**src/logic/sms_pkg.sv**
```systemverilog
package sms_pkg;

    // ==========================================================
    // operating modes
    typedef enum logic [2:0] {
        CPU_RUN,
        CPU_SLEEP,
        CPU_STOP0,
        CPU_STOP1,
        CPU_STOP2,
        CPU_STANDBY,
        CPU_SHUTDOWN
    } sms_cpu_mode_type;

    typedef enum logic [2:0] {
        RAD_DEEP_SLEEP,
        RAD_SLEEP,
        RAD_CALIBRATE,
        RAD_STANDBY,
        RAD_STANDBY_XTAL,
        RAD_ACTIVE
    } sms_radio_mode_type;

    typedef enum logic [2:0] {
        SUP_OFF,
        SUP_LDO,
        SUP_TO_SMPS,
        SUP_SMPS,
        SUP_TO_LDO
    } sms_supply_type;

    // ==========================================================
    // timing
    localparam int CLK_PERIOD_NS = 8;
    localparam int SETTLE_TIME_NS = 2000;
    localparam logic [8:0] SETTLE_CYCLES =
        9'((SETTLE_TIME_NS + CLK_PERIOD_NS - 1) / CLK_PERIOD_NS);

    // ==========================================================
    // supply level codes
    localparam logic [5:0][7:0] BOR_THR = {
        8'hd0, 8'hc4, 8'hb8, 8'had, 8'ha2, 8'h8c
    };
    localparam logic [7:0] BOR_HYST = 8'h04;
    localparam logic [7:0][7:0] PVD_THR = {
        8'hd8, 8'hcc, 8'hc0, 8'hb4, 8'ha8, 8'h9c, 8'h94, 8'h90
    };
    localparam logic [7:0] PVM_THR = 8'h7a;
    localparam logic [7:0] EOL_THR = 8'h8e;
    localparam logic [2:0] LEVEL_LOWEST = 3'h0;
    localparam logic [1:0] INRUSH_RESET = 2'h0;

    // ==========================================================
    // controller register map
    localparam logic [7:0] ADDR_POWER_CONTROL_FIVE = 8'h00;
    localparam logic [7:0] ADDR_POWER_CONTROL_THREE = 8'h04;
    localparam logic [7:0] ADDR_MODE = 8'h08;
    localparam logic [7:0] ADDR_INRUSH = 8'h0c;
    localparam logic [7:0] ADDR_STATUS = 8'h10;
    localparam logic [7:0] ADDR_EVENT = 8'h14;

    function automatic logic [7:0] bor_threshold(input logic [2:0] lvl);
        return (lvl > 3'h5) ? BOR_THR[5] : BOR_THR[lvl];
    endfunction : bor_threshold

    function automatic logic [7:0] pvd_threshold(input logic [2:0] lvl);
        return PVD_THR[lvl];
    endfunction : pvd_threshold

endpackage : sms_pkg

```
**src/logic/sms_link_if.sv**
```systemverilog
`timescale 1ns/1ns
interface sms_link_if;
    // controller to device
    logic cpu_select;
    sms_pkg::sms_cpu_mode_type cpu_mode;
    sms_pkg::sms_radio_mode_type radio_mode;
    logic radio_smps_cmd;
    logic clk_detect_en;
    logic [2:0] bor_level;
    logic pvd_enable;
    logic [2:0] pvd_level;
    logic pvd_rise_en;
    logic pvd_fall_en;
    logic inrush_wr;
    logic [1:0] inrush_data;
    // device to controller
    logic smps_active_flag;
    logic ldo_on;
    logic smps_on;
    logic bor_reset;
    logic pvd_irq;
    logic pvd_wake;
    logic pvm_ok;
    logic end_of_life_level;
    logic [1:0] inrush_value;

    modport device (
        input cpu_select, cpu_mode, radio_mode, radio_smps_cmd, clk_detect_en,
        input bor_level, pvd_enable, pvd_level, pvd_rise_en, pvd_fall_en,
        input inrush_wr, inrush_data,
        output smps_active_flag, ldo_on, smps_on, bor_reset, pvd_irq,
        output pvd_wake, pvm_ok, end_of_life_level, inrush_value
    );

    modport controller (
        output cpu_select, cpu_mode, radio_mode, radio_smps_cmd, clk_detect_en,
        output bor_level, pvd_enable, pvd_level, pvd_rise_en, pvd_fall_en,
        output inrush_wr, inrush_data,
        input smps_active_flag, ldo_on, smps_on, bor_reset, pvd_irq,
        input pvd_wake, pvm_ok, end_of_life_level, inrush_value
    );
endinterface : sms_link_if

```
**src/logic/sms_device.sv**
```systemverilog
// Implementation choices: the register offsets and the APB slave port.
`timescale 1ns/1ns
module sms_device (
    // clock and reset
    input wire logic CLK_I,
    input wire logic RST_I,
    // digitised supply levels and converter clock monitor
    input wire logic [7:0] VDD_CODE_I,
    input wire logic [7:0] ANALOG_SUPPLY_CODE_I,
    input wire logic CONV_CLK_OK_I,
    // regulator enables and system reset
    output logic LDO_EN_O,
    output logic SMPS_EN_O,
    output logic SYS_RESET_O,
    // link to controller
    sms_link_if.device LINK
);

    typedef struct packed {
        sms_pkg::sms_supply_type sup;
        logic flag;
        logic [1:0] inrush;
        logic bor_rst;
        logic pvd_below;
        logic pvd_irq;
        logic pvd_wake;
        logic pvm_ok;
        logic end_of_life_level;
    } sms_dev_state_type;

    sms_dev_state_type st;
    sms_dev_state_type next_st;

    logic timer_start;
    logic timer_done;
    logic radio_active;
    logic radio_hold;
    logic low_off;
    logic smps_ok;
    logic want_smps;
    logic cur_smps;
    logic [2:0] bor_lvl;
    logic [2:0] pvd_lvl;
    logic [7:0] bor_low;
    logic [7:0] bor_high;
    logic below_pvd;

    // ==========================================================
    // settle timer for regulator hand-over
    sms_settle_timer sms_settle_timer_i (
        .clk_i(CLK_I),
        .rst_i(RST_I),
        .start_i(timer_start),
        .done_o(timer_done)
    );

    // ==========================================================
    // mode selection terms
    always_comb
    begin
        radio_active = (LINK.radio_mode == sms_pkg::RAD_ACTIVE);
        radio_hold = radio_active || (LINK.radio_mode == sms_pkg::RAD_STANDBY_XTAL);
        low_off = ((LINK.cpu_mode == sms_pkg::CPU_STOP1) ||
                   (LINK.cpu_mode == sms_pkg::CPU_STOP2) ||
                   (LINK.cpu_mode == sms_pkg::CPU_STANDBY) ||
                   (LINK.cpu_mode == sms_pkg::CPU_SHUTDOWN)) && !radio_active;
        // converter only with clock detection on and a live clock
        smps_ok = LINK.clk_detect_en && CONV_CLK_OK_I;
        cur_smps = (st.sup == sms_pkg::SUP_TO_SMPS) || (st.sup == sms_pkg::SUP_SMPS);
        if (radio_active)
            want_smps = LINK.radio_smps_cmd;
        else if (radio_hold)
            want_smps = cur_smps;
        else
            want_smps = LINK.cpu_select || LINK.radio_smps_cmd;
        want_smps = want_smps && smps_ok;
    end

    // ==========================================================
    // supervisor thresholds
    always_comb
    begin
        // lowest brownout level stays armed even in shutdown
        bor_lvl = (LINK.cpu_mode == sms_pkg::CPU_SHUTDOWN) ?
                  sms_pkg::LEVEL_LOWEST : LINK.bor_level;
        bor_low = sms_pkg::bor_threshold(bor_lvl);
        bor_high = bor_low + sms_pkg::BOR_HYST;
        // in standby the detector drops to its lowest level
        pvd_lvl = (LINK.cpu_mode == sms_pkg::CPU_STANDBY) ?
                  sms_pkg::LEVEL_LOWEST : LINK.pvd_level;
        below_pvd = VDD_CODE_I < sms_pkg::pvd_threshold(pvd_lvl);
    end

    // ==========================================================
    // next state
    always_comb
    begin
        next_st = st;
        timer_start = 1'b0;
        case (st.sup)
            sms_pkg::SUP_OFF:
            begin
                // wake-up restores the selection through the regulator
                if (!low_off)
                    next_st.sup = sms_pkg::SUP_LDO;
            end
            sms_pkg::SUP_LDO:
            begin
                if (low_off)
                    next_st.sup = sms_pkg::SUP_OFF;
                else if (want_smps)
                begin
                    next_st.sup = sms_pkg::SUP_TO_SMPS;
                    timer_start = 1'b1;
                end
            end
            sms_pkg::SUP_TO_SMPS:
            begin
                if (low_off)
                    next_st.sup = sms_pkg::SUP_OFF;
                else if (!smps_ok || !want_smps)
                    next_st.sup = sms_pkg::SUP_LDO;
                else if (timer_done)
                    next_st.sup = sms_pkg::SUP_SMPS;
            end
            sms_pkg::SUP_SMPS:
            begin
                if (low_off)
                    next_st.sup = sms_pkg::SUP_OFF;
                else if (!smps_ok)
                    next_st.sup = sms_pkg::SUP_LDO;
                else if (!want_smps)
                begin
                    next_st.sup = sms_pkg::SUP_TO_LDO;
                    timer_start = 1'b1;
                end
            end
            sms_pkg::SUP_TO_LDO:
            begin
                if (low_off)
                    next_st.sup = sms_pkg::SUP_OFF;
                else if (!smps_ok || timer_done)
                    next_st.sup = sms_pkg::SUP_LDO;
            end
            default:
                next_st.sup = sms_pkg::SUP_LDO;
        endcase
        // flag follows only completed hand-overs
        next_st.flag = (next_st.sup == sms_pkg::SUP_SMPS) ||
                       (next_st.sup == sms_pkg::SUP_TO_LDO);

        if (LINK.radio_mode == sms_pkg::RAD_DEEP_SLEEP)
            next_st.inrush = sms_pkg::INRUSH_RESET;
        else if (LINK.inrush_wr)
            next_st.inrush = LINK.inrush_data;

        if (VDD_CODE_I < bor_low)
            next_st.bor_rst = 1'b1;
        else if (VDD_CODE_I > bor_high)
            next_st.bor_rst = 1'b0;

        next_st.pvd_below = LINK.pvd_enable && below_pvd;
        next_st.pvd_irq = LINK.pvd_enable &&
            ((below_pvd && !st.pvd_below && LINK.pvd_fall_en) ||
             (!below_pvd && st.pvd_below && LINK.pvd_rise_en));
        next_st.pvd_wake = LINK.pvd_enable && below_pvd && !st.pvd_below;
        next_st.pvm_ok = ANALOG_SUPPLY_CODE_I >= sms_pkg::PVM_THR;
        next_st.end_of_life_level = VDD_CODE_I < sms_pkg::EOL_THR;
    end

    // ==========================================================
    // state register
    always_ff @(posedge CLK_I or posedge RST_I)
    begin
        if (RST_I)
        begin
            st <= '0;
            st.sup <= sms_pkg::SUP_LDO;
            st.inrush <= sms_pkg::INRUSH_RESET;
            st.bor_rst <= 1'b1;
            st.pvm_ok <= 1'b0;
        end
        else
            st <= next_st;
    end

    // ==========================================================
    // outputs
    assign LDO_EN_O = (st.sup != sms_pkg::SUP_OFF);
    assign SMPS_EN_O = (st.sup == sms_pkg::SUP_TO_SMPS) ||
                       (st.sup == sms_pkg::SUP_SMPS) ||
                       (st.sup == sms_pkg::SUP_TO_LDO);
    assign SYS_RESET_O = st.bor_rst;
    assign LINK.smps_active_flag = st.flag;
    assign LINK.ldo_on = LDO_EN_O;
    assign LINK.smps_on = SMPS_EN_O;
    assign LINK.bor_reset = st.bor_rst;
    assign LINK.pvd_irq = st.pvd_irq;
    assign LINK.pvd_wake = st.pvd_wake;
    assign LINK.pvm_ok = st.pvm_ok;
    assign LINK.end_of_life_level = st.end_of_life_level;
    assign LINK.inrush_value = st.inrush;

endmodule : sms_device

```
**src/logic/sms_settle_timer.sv**
```systemverilog
`timescale 1ns/1ns
module sms_settle_timer (
    // clock and reset
    input wire logic clk_i,
    input wire logic rst_i,
    // control
    input wire logic start_i,
    output logic done_o
);

    typedef struct packed {
        logic busy;
        logic [8:0] count;
        logic done;
    } sms_timer_state_type;

    sms_timer_state_type st;
    sms_timer_state_type next_st;

    // ==========================================================
    // countdown
    always_comb
    begin
        next_st = st;
        next_st.done = 1'b0;
        if (start_i)
        begin
            next_st.busy = 1'b1;
            next_st.count = sms_pkg::SETTLE_CYCLES;
        end
        else if (st.busy)
        begin
            next_st.count = st.count - 9'h001;
            if (st.count == 9'h001)
            begin
                next_st.busy = 1'b0;
                next_st.done = 1'b1;
            end
        end
    end

    always_ff @(posedge clk_i or posedge rst_i)
    begin
        if (rst_i)
            st <= '0;
        else
            st <= next_st;
    end

    assign done_o = st.done;

endmodule : sms_settle_timer

```
**src/flat_wrapper.sv**
```systemverilog
// flat-port wrapper written by rule: the top's interface ports become plain ports
module sms_device_flat 
  (CLK_I, RST_I, VDD_CODE_I, ANALOG_SUPPLY_CODE_I, CONV_CLK_OK_I, LDO_EN_O, SMPS_EN_O, SYS_RESET_O, LINK_cpu_select, LINK_cpu_mode, LINK_radio_mode, LINK_radio_smps_cmd, LINK_clk_detect_en, LINK_bor_level, LINK_pvd_enable, LINK_pvd_level, LINK_pvd_rise_en, LINK_pvd_fall_en, LINK_inrush_wr, LINK_inrush_data, LINK_smps_active_flag, LINK_ldo_on, LINK_smps_on, LINK_bor_reset, LINK_pvd_irq, LINK_pvd_wake, LINK_pvm_ok, LINK_end_of_life_level, LINK_inrush_value);
  sms_link_if LINK_i ();
  input wire logic CLK_I;
  input wire logic RST_I;
  input wire logic [7:0] VDD_CODE_I;
  input wire logic [7:0] ANALOG_SUPPLY_CODE_I;
  input wire logic CONV_CLK_OK_I;
  output logic LDO_EN_O;
  output logic SMPS_EN_O;
  output logic SYS_RESET_O;
  input wire logic [$bits(LINK_i.cpu_select)-1:0] LINK_cpu_select;
  input wire logic [$bits(LINK_i.cpu_mode)-1:0] LINK_cpu_mode;
  input wire logic [$bits(LINK_i.radio_mode)-1:0] LINK_radio_mode;
  input wire logic [$bits(LINK_i.radio_smps_cmd)-1:0] LINK_radio_smps_cmd;
  input wire logic [$bits(LINK_i.clk_detect_en)-1:0] LINK_clk_detect_en;
  input wire logic [$bits(LINK_i.bor_level)-1:0] LINK_bor_level;
  input wire logic [$bits(LINK_i.pvd_enable)-1:0] LINK_pvd_enable;
  input wire logic [$bits(LINK_i.pvd_level)-1:0] LINK_pvd_level;
  input wire logic [$bits(LINK_i.pvd_rise_en)-1:0] LINK_pvd_rise_en;
  input wire logic [$bits(LINK_i.pvd_fall_en)-1:0] LINK_pvd_fall_en;
  input wire logic [$bits(LINK_i.inrush_wr)-1:0] LINK_inrush_wr;
  input wire logic [$bits(LINK_i.inrush_data)-1:0] LINK_inrush_data;
  output wire logic [$bits(LINK_i.smps_active_flag)-1:0] LINK_smps_active_flag;
  output wire logic [$bits(LINK_i.ldo_on)-1:0] LINK_ldo_on;
  output wire logic [$bits(LINK_i.smps_on)-1:0] LINK_smps_on;
  output wire logic [$bits(LINK_i.bor_reset)-1:0] LINK_bor_reset;
  output wire logic [$bits(LINK_i.pvd_irq)-1:0] LINK_pvd_irq;
  output wire logic [$bits(LINK_i.pvd_wake)-1:0] LINK_pvd_wake;
  output wire logic [$bits(LINK_i.pvm_ok)-1:0] LINK_pvm_ok;
  output wire logic [$bits(LINK_i.end_of_life_level)-1:0] LINK_end_of_life_level;
  output wire logic [$bits(LINK_i.inrush_value)-1:0] LINK_inrush_value;
  assign LINK_i.cpu_select = LINK_cpu_select;
  assign LINK_i.cpu_mode = LINK_cpu_mode;
  assign LINK_i.radio_mode = LINK_radio_mode;
  assign LINK_i.radio_smps_cmd = LINK_radio_smps_cmd;
  assign LINK_i.clk_detect_en = LINK_clk_detect_en;
  assign LINK_i.bor_level = LINK_bor_level;
  assign LINK_i.pvd_enable = LINK_pvd_enable;
  assign LINK_i.pvd_level = LINK_pvd_level;
  assign LINK_i.pvd_rise_en = LINK_pvd_rise_en;
  assign LINK_i.pvd_fall_en = LINK_pvd_fall_en;
  assign LINK_i.inrush_wr = LINK_inrush_wr;
  assign LINK_i.inrush_data = LINK_inrush_data;
  assign LINK_smps_active_flag = LINK_i.smps_active_flag;
  assign LINK_ldo_on = LINK_i.ldo_on;
  assign LINK_smps_on = LINK_i.smps_on;
  assign LINK_bor_reset = LINK_i.bor_reset;
  assign LINK_pvd_irq = LINK_i.pvd_irq;
  assign LINK_pvd_wake = LINK_i.pvd_wake;
  assign LINK_pvm_ok = LINK_i.pvm_ok;
  assign LINK_end_of_life_level = LINK_i.end_of_life_level;
  assign LINK_inrush_value = LINK_i.inrush_value;
  sms_device u_core (.CLK_I(CLK_I), .RST_I(RST_I), .VDD_CODE_I(VDD_CODE_I), .ANALOG_SUPPLY_CODE_I(ANALOG_SUPPLY_CODE_I), .CONV_CLK_OK_I(CONV_CLK_OK_I), .LDO_EN_O(LDO_EN_O), .SMPS_EN_O(SMPS_EN_O), .SYS_RESET_O(SYS_RESET_O), .LINK(LINK_i));
endmodule
```
**config.mk**
```make
export PLATFORM = sky130hd
export DESIGN_NAME = sms_device_flat
export DESIGN_NICKNAME = d
export VERILOG_FILES = /design/src/logic/sms_pkg.sv /design/src/logic/sms_link_if.sv /design/src/logic/sms_device.sv /design/src/logic/sms_settle_timer.sv /design/src/flat_wrapper.sv
export SDC_FILE = /design/constraint.sdc
export NUM_CORES = 1
export LEC_CHECK = 0
export ABC_AREA = 1
export BUFFER_PORTS_ARGS = -buffer_cell sky130_fd_sc_hd__buf_2
export CAP_MARGIN = 5
export CORE_UTILIZATION = 51
export CTS_CLUSTER_DIAMETER = 200
export DETAILED_ROUTE_END_ITERATION = 12
export PLACE_DENSITY_LB_ADDON = 0.12
export SETUP_SLACK_MARGIN = 0.2
export SYNTH_ARGS = -nofsm -noshare
export SYNTH_HDL_FRONTEND = slang
export SYNTH_HIERARCHICAL = 1
export SYNTH_SLANG_ARGS = --single-unit
```
**constraint.sdc**
```tcl
create_clock -name CLK_I -period 3.85 [get_ports CLK_I]
set_clock_uncertainty 0.05 [all_clocks]
set_input_delay 0.385 -clock CLK_I [delete_from_list [all_inputs] [get_ports CLK_I]]
set_output_delay 0.385 -clock CLK_I [all_outputs]
set_load 0.05 [all_outputs]
```
### After elaboration in Yosys (flattened, before gate mapping)

Memories as Yosys holds them, arrays and structs flattened.
Index checks and enable logic that the tools add are counted.

| storage, ports and cells | value |
|---|---|
| register bits | 23 |
| bits in latches | 0 |
| RAM bits | 0 |
| memory bits (read-only) | 128 |
| output and inout port bits | 13 |
| logic and storage cells | 103 |
| memories kept | 2 |

| cells by class | value |
|---|---|
| add/subtract/negate cells | 2 |
| $mul | 0 |
| div/mod/pow operators | 0 |
| $lt $le $gt $ge | 8 |
| equality and inequality tests | 13 |
| shifts and indexed selects | 0 |
| muxes and demuxes | 34 |
| bitwise gates (word level) | 0 |
| reduce and logical (&&, ||, !) cells | 32 |

Memories:

| memory | depth | width | read ports | clocked after Yosys merged registers in | write ports | line | source |
|---|---|---|---|---|---|---|---|
| (name not given) | 8 | 8 | 1 | 0 | 0 | sms_pkg.sv:63 | `return (lvl > 3'h5) ? BOR_THR[5] : BOR_THR[lvl];` |
| (name not given) | 8 | 8 | 1 | 0 | 0 | sms_pkg.sv:67 | `return PVD_THR[lvl];` |

Operators by type and width:

| operator | number |
|---|---|
| 2-to-1 mux 3 bit | 13 |
| 2-to-1 mux 8 bit | 3 |
| equality test 3 bit, second input constant | 7 |
| < comparator 8 bit | 2 |
| one-hot mux 3 bit (5 select lines) | 1 |
| equality test 3 x 2 -> 1 bit, second input constant | 4 |
| 2-to-1 mux 1 bit | 12 |
| logical OR 1 bit | 11 |
| 2-to-1 mux 11 bit | 1 |
| logical AND 1 bit | 10 |
| 2-to-1 mux 10 bit | 1 |
| equality test 9 x 1 -> 1 bit, second input constant | 1 |
| subtractor 9 x 1 -> 9 bit, second input constant | 1 |
| adder 8 x 3 -> 8 bit, second input constant | 1 |
| greater-or-equal comparator 8 x 7 -> 1 bit, second input constant | 1 |
| > comparator 8 bit | 1 |
| < comparator 3 x 4 -> 1 bit, second input constant | 2 |
| < comparator 8 bit, second input constant | 1 |
| logical NOT 3 bit | 2 |
| nonzero test 2 bit | 3 |
| logical NOT 1 bit | 5 |
| 2-to-1 mux 2 bit | 2 |
| equality test 3 x 1 -> 1 bit, second input constant | 1 |
| > comparator 3 bit, second input constant | 1 |
| 2 further kinds | 2 |

### Logic depth before layout (Yosys ltp)

Gate-level depths: netlist of run 1.

| depth | value |
|---|---|
| depth in word-level cells | 12 |
| gate-level depth with buffers | 16 |
| depth with buffers taken out | 16 |

### Modules after synthesis

Netlist of run 1, hierarchy kept.

By module, submodules not included:

| module | times used | cells each | area an instance (µm²) |
|---|---|---|---|
| sms_device | 1 | 193 | 1335.0 |
| sms_settle_timer | 1 | 72 | 570.5 |

### Worst setup path before layout of run 1

Ideal clock, no wire load.

| timing | value |
|---|---|
| path kind | input port to flip-flop |
| from | input LINK_cpu_mode[1] |
| to | register u_core.st, in the netlist u_core/LINK.pvd_irq |
| setup time | 122 ps |
| arrival | 1973 ps |
| setup slack | 1705 ps |
| stages | 12 |
| buffers on the path | 0 |
| path through | inv_1 nand3_2 nand2_1 ha_1 or2_2 o21ai_0 ha_1 a21oi_1 a2bb2oi_1 nand2_2 o21ai_1 nor2_1 |

RTL lines:

| what | line | source |
|---|---|---|
| from (decl) | flat_wrapper.sv:14 | `input wire logic [$bits(LINK_i.cpu_mode)-1:0] LINK_cpu_mode;` |
| to (signal assigned) | sms_device.sv:184 | `st <= next_st;` |
| to (decl) | sms_device.sv:31 | `sms_dev_state_type st;` |

### Worst setup path after layout of run 1

| timing | value |
|---|---|
| from | register u_core/st[9] (netlist name) |
| to | register u_core/sms_settle_timer_i/st[1] (netlist name) |

| on the way | value |
|---|---|
| word-level cells in the longest chain between the ends | 10 |

RTL lines:

| what | line | source |
|---|---|---|
| equality test 3 x 2 -> 1 bit, on equally long branches | sms_device.sv:69, sms_device.sv:100 |  |
| logical OR 1 bit | sms_device.sv:69 | `cur_smps = (st.sup == sms_pkg::SUP_TO_SMPS) \|\| (st.sup == sms_pkg::SUP_SMPS);` |
| 2-to-1 mux 1 bit | sms_device.sv:72 | `else if (radio_hold)` |
| 2-to-1 mux 1 bit | sms_device.sv:70 | `if (radio_active)` |
| logical AND 1 bit | sms_device.sv:76 | `want_smps = want_smps && smps_ok;` |
| 2-to-1 mux 1 bit | sms_device.sv:132 | `else if (!want_smps)` |
| 2-to-1 mux 1 bit | sms_device.sv:130 | `else if (!smps_ok)` |
| 2-to-1 mux 1 bit | sms_device.sv:128 | `if (low_off)` |
| one-hot mux 1 bit (2 select lines) * | sms_device.sv:100 | `case (st.sup)` |
| named net u_core.timer_start | sms_device.sv:34 | `logic timer_start;` |
| 2-to-1 mux 10 bit or nonzero test 2 bit (tied branches) | -- |  |
| to (signal assigned) | sms_settle_timer.sv:47 | `st <= next_st;` |
| to (decl) | sms_settle_timer.sv:17 | `sms_timer_state_type st;` |

The timed path passes the listed nets; every way through them passes the cells marked *.
A chain may end at the register's enable or synchronous reset.

==> results of run 1 <==
==> cells by family (layout without fill, tap and decap cells) <==
| group | count (synthesis) | count (layout) | synth area share (%) |
|---|---|---|---|
| AND/OR/NAND/NOR | 131 | 131 | 32.0 |
| AO/OA/AOI/OAI | 34 | 34 | 9.85 |
| buffers and inverters | 50 | 100 | 10.8 |
| multiplexers | 2 | 2 | 1.18 |
| flip-flops | 23 | 23 | 30.3 |
| other | 1 | 1 | 0.197 |
| XOR/XNOR | 1 | 1 | 0.460 |
| adder cells (fa/ha/maj) | 23 | 23 | 15.1 |
==> area by class of cell <==
| class | instances | area, sq um |
|---|---|---|
| fillers | 328 | 1240 |
| multi-input cells | 192 | 1120 |
| flip-flops and latches | 23 | 578 |
| repair buffers | 51 | 255 |
| inverters | 45 | 169 |
| well taps | 46 | 57.6 |
| clock buffers | 4 | 45.0 |
==> synth_stat cells <==
library cell | instances | area [sq um]
a21oi_1 | 11 | 55.1
a22oi_1 | 1 | 7.51
a2bb2oi_1 | 1 | 8.76
a31oi_1 | 1 | 6.26
and2_1 | 1 | 6.26
and3_1 | 1 | 6.26
buf_4 | 5 | 37.5
clkinv_1 | 1 | 3.75
conb_1 | 1 | 3.75
dfrtp_1 | 21 | 526
dfstp_2 | 2 | 52.6
ha_1 | 23 | 288
inv_1 | 40 | 150
inv_2 | 4 | 15.0
mux2_2 | 2 | 22.5
nand2_1 | 62 | 233
nand2_2 | 7 | 43.8
nand3_1 | 13 | 65.1
nand3_2 | 3 | 30.0
nand3b_1 | 1 | 7.51
nand4_1 | 6 | 37.5
nor2_1 | 25 | 93.8
nor2_2 | 3 | 18.8
nor2_4 | 1 | 11.3
nor3_1 | 3 | 15.0
nor3_2 | 1 | 10.0
nor3b_1 | 1 | 7.51
nor4_1 | 1 | 6.26
nor4_2 | 1 | 12.5
o21ai_0 | 14 | 70.1
o21ai_1 | 3 | 15.0
o21ai_2 | 1 | 8.76
o21bai_1 | 1 | 7.51
o41ai_1 | 1 | 8.76
or2_2 | 1 | 6.26
xor2_1 | 1 | 8.76
==> worst max-delay path by stage <==
stage / startpoint / endpoint / slack, ns / cells past startpoint
4_1_cts: LINK_cpu_mode[1] / u_core/LINK.pvd_irq / 1.63 / 13
3_3_place_gp: LINK_cpu_mode[1] / u_core/LINK.pvd_irq / 1.41 / 13
5_1_grt: LINK_cpu_mode[1] / u_core/LINK.pvd_irq / 1.37 / 13
3_5_place_dp: LINK_cpu_mode[1] / u_core/LINK.pvd_irq / 1.36 / 13
2_1_floorplan: LINK_cpu_mode[1] / u_core/LINK.pvd_irq / 1.70 / 12
6_report: u_core/st[9] / u_core/sms_settle_timer_i/st[1] / 1.62 / 7
==> power groups by stage <==
| stage | Combinational (mW) | Sequential [mW] | Clock, mW |
|---|---|---|---|
| 2_1_floorplan | 0.241 | 0.346 | 0 |
| 3_3_place_gp | 0.321 | 0.338 | 0 |
| 3_5_place_dp | 0.328 | 0.337 | 0 |
| 4_1_cts | 0.331 | 0.333 | 0.151 |
| 5_1_grt | 0.380 | 0.340 | 0.160 |
| 6_report | 0.330 | 0.334 | 0.147 |
==> flip-flops by register name (all words and copies together) (netlist names) <==
name                              flops
u_core/LINK.bor_reset                 1
u_core/LINK.end_of_life_level         1
u_core/LINK.inrush_value              2
u_core/LINK.pvd_irq                   1
u_core/LINK.pvd_wake                  1
u_core/LINK.pvm_ok                    1
u_core/LINK.smps_active_flag          1
u_core/sms_settle_timer_i/done_o      1
u_core/sms_settle_timer_i/st         10
u_core/st                             4
==> through the flow <==
step / utilization (%) / std cells
6_report: 64.2 / 361
5_1_grt: 64.2 / 361
4_1_cts: 64.2 / 361
3_5_place_dp: 62.9 / 357
3_3_place_gp: 62.9 / 357
2_1_floorplan: - / 265
==> critical path, delay by kind of cell (launching register included) <==
family	cells	cell delay (ns)
AND/OR/NAND/NOR	3	0.46
flip-flops	1	0.55
buffers and inverters	2	0.48
AO/OA/AOI/OAI	2	0.57
==> metal layers <==
layer,wire length [um],track usage (%)
met5,0,0
met4,36,6.10
met3,275,3.80
met2,1670,36.0
met1,1750,27.1
==> metrics.md, run 1 <==
| Metric | Value |
|---|---|
| DIE AREA | `3980 sq um` |
| Placed cell area | `about 2200 sq um` |
| DR vias/cell | `around 5.0` |
| Part of the power in combinational logic | `roughly 40%` |
| CTS Root Cell | `clkbuf_8` |
| LEAKAGE | `1.29 nW` |
| First-pass GRT wire length | `about 6.8 mm` |
| Slew @ Worst Pin | `~0.60 ns` |
| PortBufs | `a little over 50` |
| RSZ-0062 raised after global routing | `no` |
| Critical Path Fanout Max | `9` |
| IO Pins | `53` |
| Fin crit share | `between 50 and 60%` |
| DR vias | `1804` |
| Fmax achieved | `447 MHz` |
| Clock Path Buffers | `2` |
| H-tree levels | `1` |
| Final Critical Period | `2.23 ns` |
| Cells on worst reg2reg path | `7` |
| Worst-path clk slew | `~0.08 ns` |
| FF-to-FF Start | `u_core/st[9]` |
| Design area | `roughly 2200 sq um` |
| Max VDD drop | `between 200 and 300 uV` |
| Design Power | `roughly 0.81 mW` |
| Worst slack, placed | `between 1 and 1.5 ns` |
| Most frequent cells in the layout | `62 x nand2_1, 51 x buf_2, 40 x inv_1` |
| Worst slew margin | `around three fifths` |
| Tightest Hold Check Type | `input pin to async pin` |
| CP max-delay cell | `dfstp_2` |
| P_sw | `about 0.33 mW` |
| Total CTS buffers | `3` |
| DRC violations left | `0` |
| Slew Limit Fails | `0` |
| Worst hold margin | `roughly 0.074 ns` |
| Worst R2R Setup Slack | `1.62 ns` |
| Ys Warns | `6` |
| Reg power frac | `41.2%` |
| WP data arrival | `2.32 ns` |
| Reg2reg end | `u_core/sms_settle_timer_i/st[1]` |
| Mapped cell area | `about 1900 sq um` |
| Initial antenna violation count | `0` |
| Avg Inst Size Synth | `~7.2 sq um` |
| Global-route usage over all layers | `between 20% and 30%` |
| Final net count | `approximately 380` |
| Final setup fails | `0` |
| Sink Count | `23` |
| Capturing element type of the critical path | `flip-flop` |
| Vias in the first global route | `1668` |
| PD cells | `between 300 and 400 nW/um^2` |
| Sw frac | `between 40% and 50%` |
| Initial DRT Pass Iterations | `4` |
| Crit-path cells | `inv_2, nor3_1, nand2_1, o21ai_0, clkinv_1, nand3_1, o21ai_0` |
| Post-CTS Resized | `0` |
| Max Cap Violations | `0` |
| Routed wire length | `3.73 mm` |
| Drt initial violations | `62` |
| Chip width | `about 63 um` |
| Hold_buf cts | `0` |
| Most Frequent Cell on Critical Path | `o21ai_0` |
| Synth Register Bits | `23` |
| RD Place Congestion | `0.825` |
| Share of cells above drive strength 1 | `around 25%` |
| N_diodes | `0` |
| Row count | `21` |
| Initial core utilization | `a little over half` |
| Routed wire per std cell | `about 10 um` |
| Hpwl dp | `around 3.0 mm` |
| Die height | `between 60 and 70 um` |
| Cell variety after synth | `36` |
| Clock latency at the later pin of the worst-skew pair | `roughly 0.26 ns` |
| Max stage delay on crit path | `~0.55 ns` |
| Post-route setup TNS | `0 ns` |
| Clock Power Share | `18.1%` |
| Final setup margin | `about 1.6 ns` |
| Startpoint types | `flip-flop` |
| Pint | `0.481 mW` |
| Mapped Cells | `~270` |
| TritonCTS clock tree | `done` |
| Outcome | `completed` |
| Core footprint | `roughly 3500 sq um` |
| Total gr overflow | `0` |
| Data required time at the worst endpoint | `about 3.9 ns` |
| Routed Antenna Nets | `0` |
| Critical path class | `flip-flop to flip-flop` |
| Hold Vio Cnt, Final | `0` |
| Most common cell after layout, fill and taps aside | `nand2_1` |
| Seq/Total Area, Yosys | `30.3%` |
| Syn-to-layout area delta | `16.8%` |
| Syn Nets | `328` |
| Largest net degree at the start of global routing | `13` |
| Postcts setup bufs | `0` |
(Power assumes the default switching activity.)
==> run 2: changes to the inputs <==
ABC_AREA = 0   (was 1)
CORE_UTILIZATION = 47   (was 51)
clock period = 2 ns   (was 3.85 ns; I/O delays follow)
==> metrics.md, run 2 <==
| Metric | Value |
|---|---|
| Outcome | `finished, violations left` |
| Failing checks | `negative setup slack` |
| Routed Antenna Nets | `0 (unchanged)` |
| Routed wire length | `4.61 mm (+24%)` |
| CP max-delay cell | `ha_1` |
| Slew @ Worst Pin | `0.518 ns (-0.0771 ns)` |
| DR vias | `1754 (-2.8%)` |
| CTS Root Cell | `clkbuf_8` |
| Hold Vio Cnt, Final | `0 (unchanged)` |
| Final Critical Period | `2.04 ns` |
| Top cells by count, synth | `23 x ha_1, 21 x dfrtp_1, 18 x nor2_1, 16 x nand2_1, 14 x inv_1` |
| Max Cap Violations | `0 (unchanged)` |
| Syn-to-layout area delta | `45.0%` |
| Top_reg_cell synth | `dfrtp_1` |
| Die height | `64.6 um (+2.3%)` |
| Reg2reg end | `u_core/sms_settle_timer_i/st[10]` |
| Vias in the first global route | `1709 (+2.5%)` |
| Total CTS buffers | `3 (unchanged)` |
| DRC violations left | `0 (unchanged)` |
| Final setup fails | `1 (+1)` |
| RD Place Congestion | `0.799 (-3.1%)` |
| Fill cell count | `287 (-13%)` |
| Global-route usage over all layers | `23.5% (+2.4 points)` |
| Critical Path Fanout Max | `4 (-5)` |
| Worst slack, placed | `-0.373 ns (-1.73 ns)` |
| Data required time at the worst endpoint | `2.15 ns (-1.79 ns)` |
| Fin crit share | `102%` |
| Critical path class | `input pin to flip-flop` |
| Final Instance Count excl. Fillers | `327 (-9.4%)` |
| DIE AREA | `4170 sq um (+4.6%)` |
| LEAKAGE | `1.27 nW (-1.8%)` |
| Largest net degree at the start of global routing | `13 (unchanged)` |
| Most frequent cells in the layout | `50 x buf_2, 23 x buf_4, 20 x dfrtp_1` |
| Share of cells above drive strength 1 | `50.2% (+25 points)` |
| Largest Register | `u_core/sms_settle_timer_i/st` |
| Crit-path cells | `buf_6, nand3b_1, nand2_2, inv_2, ha_4, mux2i_2, ha_1, a211oi_2, o21ai_1, o21ai_2, and2_4, nor2b_4` |
| Top delay family on crit path | `simple AND/OR/NAND/NOR gates` |
| Cell variety after synth | `60 (+67%)` |
| Mapped cell area | `1840 sq um (-3.5%)` |
| Worst slew margin | `65.4% (+5.5 points)` |
| Clock Path Buffers | `2 (unchanged)` |
| Synth top area cells | `dfrtp_1 29%, ha_1 16%, nor2_1 3.7%` |
| Capturing element type of the critical path | `flip-flop` |
| Placed cell area | `2300 sq um (+5.7%)` |
| Mapped Cells | `200 (-25%)` |
| Core footprint | `3720 sq um (+7.1%)` |
| Ys Warns | `6 (unchanged)` |
| Initial core utilization | `49.5% (-5.4 points)` |
| Row count | `22 (+4.8%)` |
| Worst-path clk slew | `0.08 ns (about the same)` |
| N_diodes | `0 (unchanged)` |
| Max VDD drop | `691 uV (+170%)` |
| Slew Limit Fails | `0 (unchanged)` |
| PortBufs | `51 (unchanged)` |
| Clock latency at the later pin of the worst-skew pair | `0.26 ns (about the same)` |
| Avg Inst Size Synth | `9.20 sq um (+28%)` |
| Routed wire per std cell | `14.1 um (+37%)` |
| Worst hold margin | `0.0830 ns (+0.00927 ns)` |
| Final net count | `343 (-9.5%)` |
| H-tree levels | `1 (unchanged)` |
| Area leader, netlist | `dfrtp_1` |
| Startpoint types | `input pin` |
| Count leader, synth | `ha_1` |
| Synth async-reset ratio | `100% (unchanged)` |
| Number of flops mapped to enable cells by yosys | `0 (unchanged)` |
| DR vias/cell | `5.36 (+7.3%)` |
| Syn Nets | `263 (-20%)` |
| Total gr overflow | `0 (unchanged)` |
| Hpwl dp | `3.24 mm (+6.5%)` |
| Sink Count | `23 (unchanged)` |
| FF-to-FF Start | `u_core/sms_settle_timer_i/st[2]` |
| CP Depth | `12 (+5)` |
| Critical Path Source | `LINK_cpu_mode[1]` |
| Fmax achieved | `490 MHz` |
| First-pass GRT wire length | `7.59 mm (+12%)` |
| Worst R2R Setup Slack | `0.17 ns (-1.45 ns)` |
| CP bufs+invs | `2 (unchanged)` |
| Initial antenna violation count | `0 (unchanged)` |
| Final setup margin | `-0.0408 ns (-1.66 ns)` |
| Drt initial violations | `58 (-6.5%)` |
| Max reg flops | `10 (unchanged)` |
| Design Power | `1.87 mW (+130%)` |
| Design area | `2670 sq um (+20%)` |
| Final core occ | `71.8% (+7.6 points)` |
| Post-route setup TNS | `-0.0408 ns (-0.0408 ns)` |
| Seq/Total Area, Yosys | `31.4% (+1.1 points)` |
| Most common cell after layout, fill and taps aside | `buf_2` |
| Top cell type's share of synthesized area | `28.6% (+0.99 points)` |
| Synth Register Bits | `23 (unchanged)` |
| Initial DRT Pass Iterations | `4 (unchanged)` |
| Critical path destination | `u_core/LINK.pvd_wake` |
| Chip width | `64.6 um (+2.3%)` |
| Cells on worst reg2reg path | `5 (-2)` |
| RSZ-0062 raised after global routing | `yes` |
| Dpl cells | `309 (-13%)` |
| Tightest Hold Check Type | `input pin to flip-flop` |
| Max stage delay on crit path | `0.28 ns (-0.27 ns)` |
| WP data arrival | `2.19 ns (-0.13 ns)` |
| IO Pins | `53 (unchanged)` |
| TritonCTS clock tree | `done` |
| PD cells | `703 nW/um^2 (+93%)` |
[run 2: worst min path at each step]
stage,depth (start not counted),startpoint,endpoint,slack (ns)
2_1_floorplan,1,RST_I,u_core/sms_settle_timer_i/done_o,0.002
3_5_place_dp,2,RST_I,u_core/sms_settle_timer_i/st[6],0.18
5_1_grt,2,ANALOG_SUPPLY_CODE_I[7],u_core/LINK.pvm_ok,0.08
6_report,2,ANALOG_SUPPLY_CODE_I[7],u_core/LINK.pvm_ok,0.08
3_3_place_gp,2,RST_I,u_core/sms_settle_timer_i/st[6],0.18
4_1_cts,2,ANALOG_SUPPLY_CODE_I[7],u_core/LINK.pvm_ok,0.07
[run 2: cell families after synthesis]
group / share of synthesized area, %
AOI/OAI and AO/OA: 14.4
xor gates and xnor gates: 2.86
adders and majority gates: 16.2
buffers and inverters: 5.10
DFF: 31.4
muxes: 3.40
other: 0.204
and+or+nand+nor: 26.4
[run 2: metal layers]
metal  global-route usage (%)  vias up  share of wire, %  wire length (um)
met5                        0        -                 0                 0
met4                     4.17        0              0.63                29
met3                     4.05        4               4.1               189
met2                     41.1       44                50              2300
met1                     30.4      834                45              2090
li1                         -      872                 -                 -
[run 2: report_power, final]
group	internal (mW)	total, mW	switching [mW]
clock	0.142	0.285	0.143
sequential	0.574	0.684	0.111
combinational	0.425	0.905	0.480
total	1.14	1.87	0.734
[run 2: worst register-to-register path, delay by kind of cell (launching register included)]
kind | cells | cell delay, ns
flip-flops | 1 | 0.40
buffers and inverters | 1 | 0.08
adder cells (fa/ha/maj) | 1 | 0.14
AO/OA/AOI/OAI | 1 | 0.19
AND/OR/NAND/NOR | 2 | 0.87
[run 2: layout make-up]
type	count	area [sq um]	area share, %
clock buffer	4	45.0	1.69
timing repair buffer	81	512	19.2
multi-input combinational	157	1410	53.0
tap	48	60.1	2.25
inverter	14	57.6	2.16
sequential	23	579	21.7
[run 2: timing repair]
| item | 4_1_cts | 5_1_grt |
|---|---|---|
| resized for setup | 17 | 32 |
| buffers inserted | 6 | 6 |
| pin swaps | 17 | 25 |
| endpoints found under the hold margin | 21 | 0 |
| hold buffers | 1 | 0 |
| endpoints found under the setup margin | 4 | 16 |
| cloned | 0 | 1 |
==> run 3: changes to the inputs <==
CORE_ASPECT_RATIO = 1.2   (was not set)
RECOVER_POWER = 25   (was not set)
==> metrics.md, run 3 (same netlist as run 2, synthesis figures left out) <==
| Metric | Value |
|---|---|
| Slew Limit Fails | `0 (unchanged)` |
| Clock latency at the later pin of the worst-skew pair | `0.27 ns (about the same)` |
| Reg power frac | `40.0% (+3.5 points)` |
| Initial DRT Pass Iterations | `4 (unchanged)` |
| Slew @ Worst Pin | `0.524 ns (+0.00585 ns)` |
| Row count | `24 (+9.1%)` |
| Cells on worst reg2reg path | `4 (-1)` |
| Clock Path Buffers | `2 (unchanged)` |
| FF-to-FF Start | `u_core/sms_settle_timer_i/st[1]` |
| Routed wire length | `4.10 mm (-11%)` |
| DR vias/cell | `5.15 (-4.0%)` |
| CTS Root Cell | `clkbuf_8` |
| Total CTS buffers | `3 (unchanged)` |
| Crit-path cells | `buf_2, nand3b_1, nand2_2, ha_1, mux2_4, ha_4, nand4_1, o22ai_1, o21ai_2, and2_1, nor2b_1` |
| Fmax achieved | `500 MHz (+2.1%)` |
| HP Start | `ANALOG_SUPPLY_CODE_I[7]` |
| Chip width | `59.1 um (-8.4%)` |
| Max stage delay on crit path | `0.28 ns (about the same)` |
| WP data arrival | `2.13 ns (-0.06 ns)` |
| Most common cell after layout, fill and taps aside | `buf_2` |
| Critical Path Fanout Max | `4 (unchanged)` |
| First-pass GRT wire length | `6.66 mm (-12%)` |
| Max VDD drop | `637 uV (-7.9%)` |
| Placed cell area | `2330 sq um (+1.2%)` |
| Worst slew margin | `65.0% (-0.39 points)` |
| Data required time at the worst endpoint | `2.13 ns (-0.02 ns)` |
| Startpoint types | `input pin` |
| Worst R2R Setup Slack | `0.19 ns (+0.02 ns)` |
| Share of cells above drive strength 1 | `42.0% (-8.2 points)` |
| DRC violations left | `0 (unchanged)` |
| Tightest Hold Check Type | `input pin to flip-flop` |
| CP bufs+invs | `1 (-1)` |
| Sw frac | `39.9% (+0.73 points)` |
| Sink Count | `23 (unchanged)` |
| Final core occ | `67.4% (-4.4 points)` |
| H-tree levels | `1 (unchanged)` |
| Worst hold endpoint | `u_core/LINK.pvm_ok` |
| RD Place Congestion | `0.795 (-0.60%)` |
| TritonCTS clock tree | `done` |
| Design area | `2490 sq um (-6.7%)` |
| Die height | `70.5 um (+9.2%)` |
| PD cells | `701 nW/um^2 (-0.27%)` |
| Total gr overflow | `0 (unchanged)` |
| Global-route usage over all layers | `20.8% (-2.6 points)` |
| Routed Antenna Nets | `0 (unchanged)` |
| P_sw | `0.696 mW (-5.2%)` |
| Hold path cells | `2 (unchanged)` |
| Max reg flops | `10 (unchanged)` |
| Worst slack, placed | `-0.307 ns (+0.0660 ns)` |
| Pint | `1.05 mW (-8.0%)` |
| Final setup fails | `0 (-1)` |
| Hold Vio Cnt, Final | `0 (unchanged)` |
| RSZ-0062 raised after global routing | `yes` |
| IO Pins | `53 (unchanged)` |
| Part of the power in combinational logic | `42.2% (-6.1 points)` |
| Outcome | `completed` |
| Reg2reg end | `u_core/sms_settle_timer_i/st[10]` |
| Initial antenna violation count | `0 (unchanged)` |
| Core footprint | `3690 sq um (-0.61%)` |
| LEAKAGE | `1.20 nW (-5.3%)` |
| Most frequent cells in the layout | `49 x buf_2, 24 x buf_4, 20 x dfrtp_1` |
| Syn-to-layout area delta | `35.3%` |
| Worst hold margin | `0.0628 ns (-0.0202 ns)` |
| DR vias | `1679 (-4.3%)` |
| Top delay family on crit path | `simple AND/OR/NAND/NOR gates` |
| Final Critical Period | `2.00 ns (-0.0424 ns)` |
| Final setup margin | `0.00163 ns (+0.0424 ns)` |
| Clock Power Share | `17.8% (+2.6 points)` |
| Max Cap Violations | `0 (unchanged)` |
| CP max-delay cell | `mux2_4` |
| Initial core utilization | `49.8% (+0.30 points)` |
| N_diodes | `0 (unchanged)` |
| DIE AREA | `4170 sq um (about the same)` |
| Routed wire per std cell | `12.6 um (-11%)` |
| Worst-path clk slew | `0.10 ns (+0.02 ns)` |
| Final net count | `338 (-1.5%)` |
| Largest net degree at the start of global routing | `15 (+2)` |
| Vias in the first global route | `1594 (-6.7%)` |
| PortBufs | `51 (unchanged)` |
| Critical path class | `input pin to flip-flop` |
| Fin crit share | `99.9% (-2.1 points)` |
| Drt initial violations | `37 (-36%)` |
| Capturing element type of the critical path | `flip-flop` |
| Hpwl dp | `3.24 mm (-0.23%)` |
| Largest Register | `u_core/sms_settle_timer_i/st` |
run 3: cell count changes in the layout (fill, tap and decap cells not counted), sizes merged:
cell / previous run / this run
buf: 80 / 73
clkbuf: 4 / 5
clkinvlp: 0 / 1
run 3: layout make-up:
type                       count  area (sq um)
multi-input combinational    157          1300
fill                         324          1200
sequential                    23           579
timing repair buffer          76           443
tap                           52          65.1
inverter                      14          52.6
clock buffer                   3          41.3
clock inverter                 1          7.51
run 3: per-layer routing:
| layer | GRT usage, % | up-vias | wire [um] | part of all wire (%) |
|---|---|---|---|---|
| met2 | 38.9 | 28 | 2190 | 53 |
| met5 | 0 | - | 0 | 0 |
| met1 | 23.8 | 780 | 1760 | 43 |
| li1 | - | 866 | - | - |
| met4 | 6.88 | 0 | 51 | 1.2 |
| met3 | 2.41 | 5 | 98 | 2.4 |
run 3: stage by stage:
stage | total power, mW | cells | setup TNS (ns)
floorplan | 1.20 | 200 | 0
global placement | 1.37 | 316 | -0.625
detailed placement | 1.39 | 316 | -0.863
CTS | 1.73 | 325 | 0
global route | 1.86 | 326 | -0.105
finish | 1.75 | 326 | 0
run 3: worst max-delay path by stage:
stage / startpoint / to / slack (ns) / depth (start not counted)
floorplan: LINK_cpu_mode[1] / u_core/LINK.pvd_wake / 0.02 / 10
global placement: LINK_cpu_mode[1] / u_core/LINK.pvd_wake / -0.23 / 12
detailed placement: LINK_cpu_mode[1] / u_core/LINK.pvd_wake / -0.31 / 12
CTS: LINK_cpu_mode[1] / u_core/LINK.pvd_wake / 0.03 / 12
global route: LINK_cpu_mode[2] / u_core/LINK.pvd_wake / -0.09 / 11
finish: LINK_cpu_mode[1] / u_core/LINK.pvd_wake / 0.002 / 11
run 3: timing repair:
item	CTS	global route
buffers inserted	4	1
pin swaps	4	2
resized for setup	10	7
setup endpoints to repair	7	9
hold buffers	1	0
endpoints found under the hold margin	21	0
run 3: power by group through the flow:
stage	logic [mW]	clock network [mW]	registers, mW
after floorplan	0.499	0	0.698
after global routing	0.805	0.339	0.717
after detailed placement	0.699	0	0.692
after global placement	0.680	0	0.691
final	0.736	0.310	0.699
after CTS	0.722	0.322	0.688
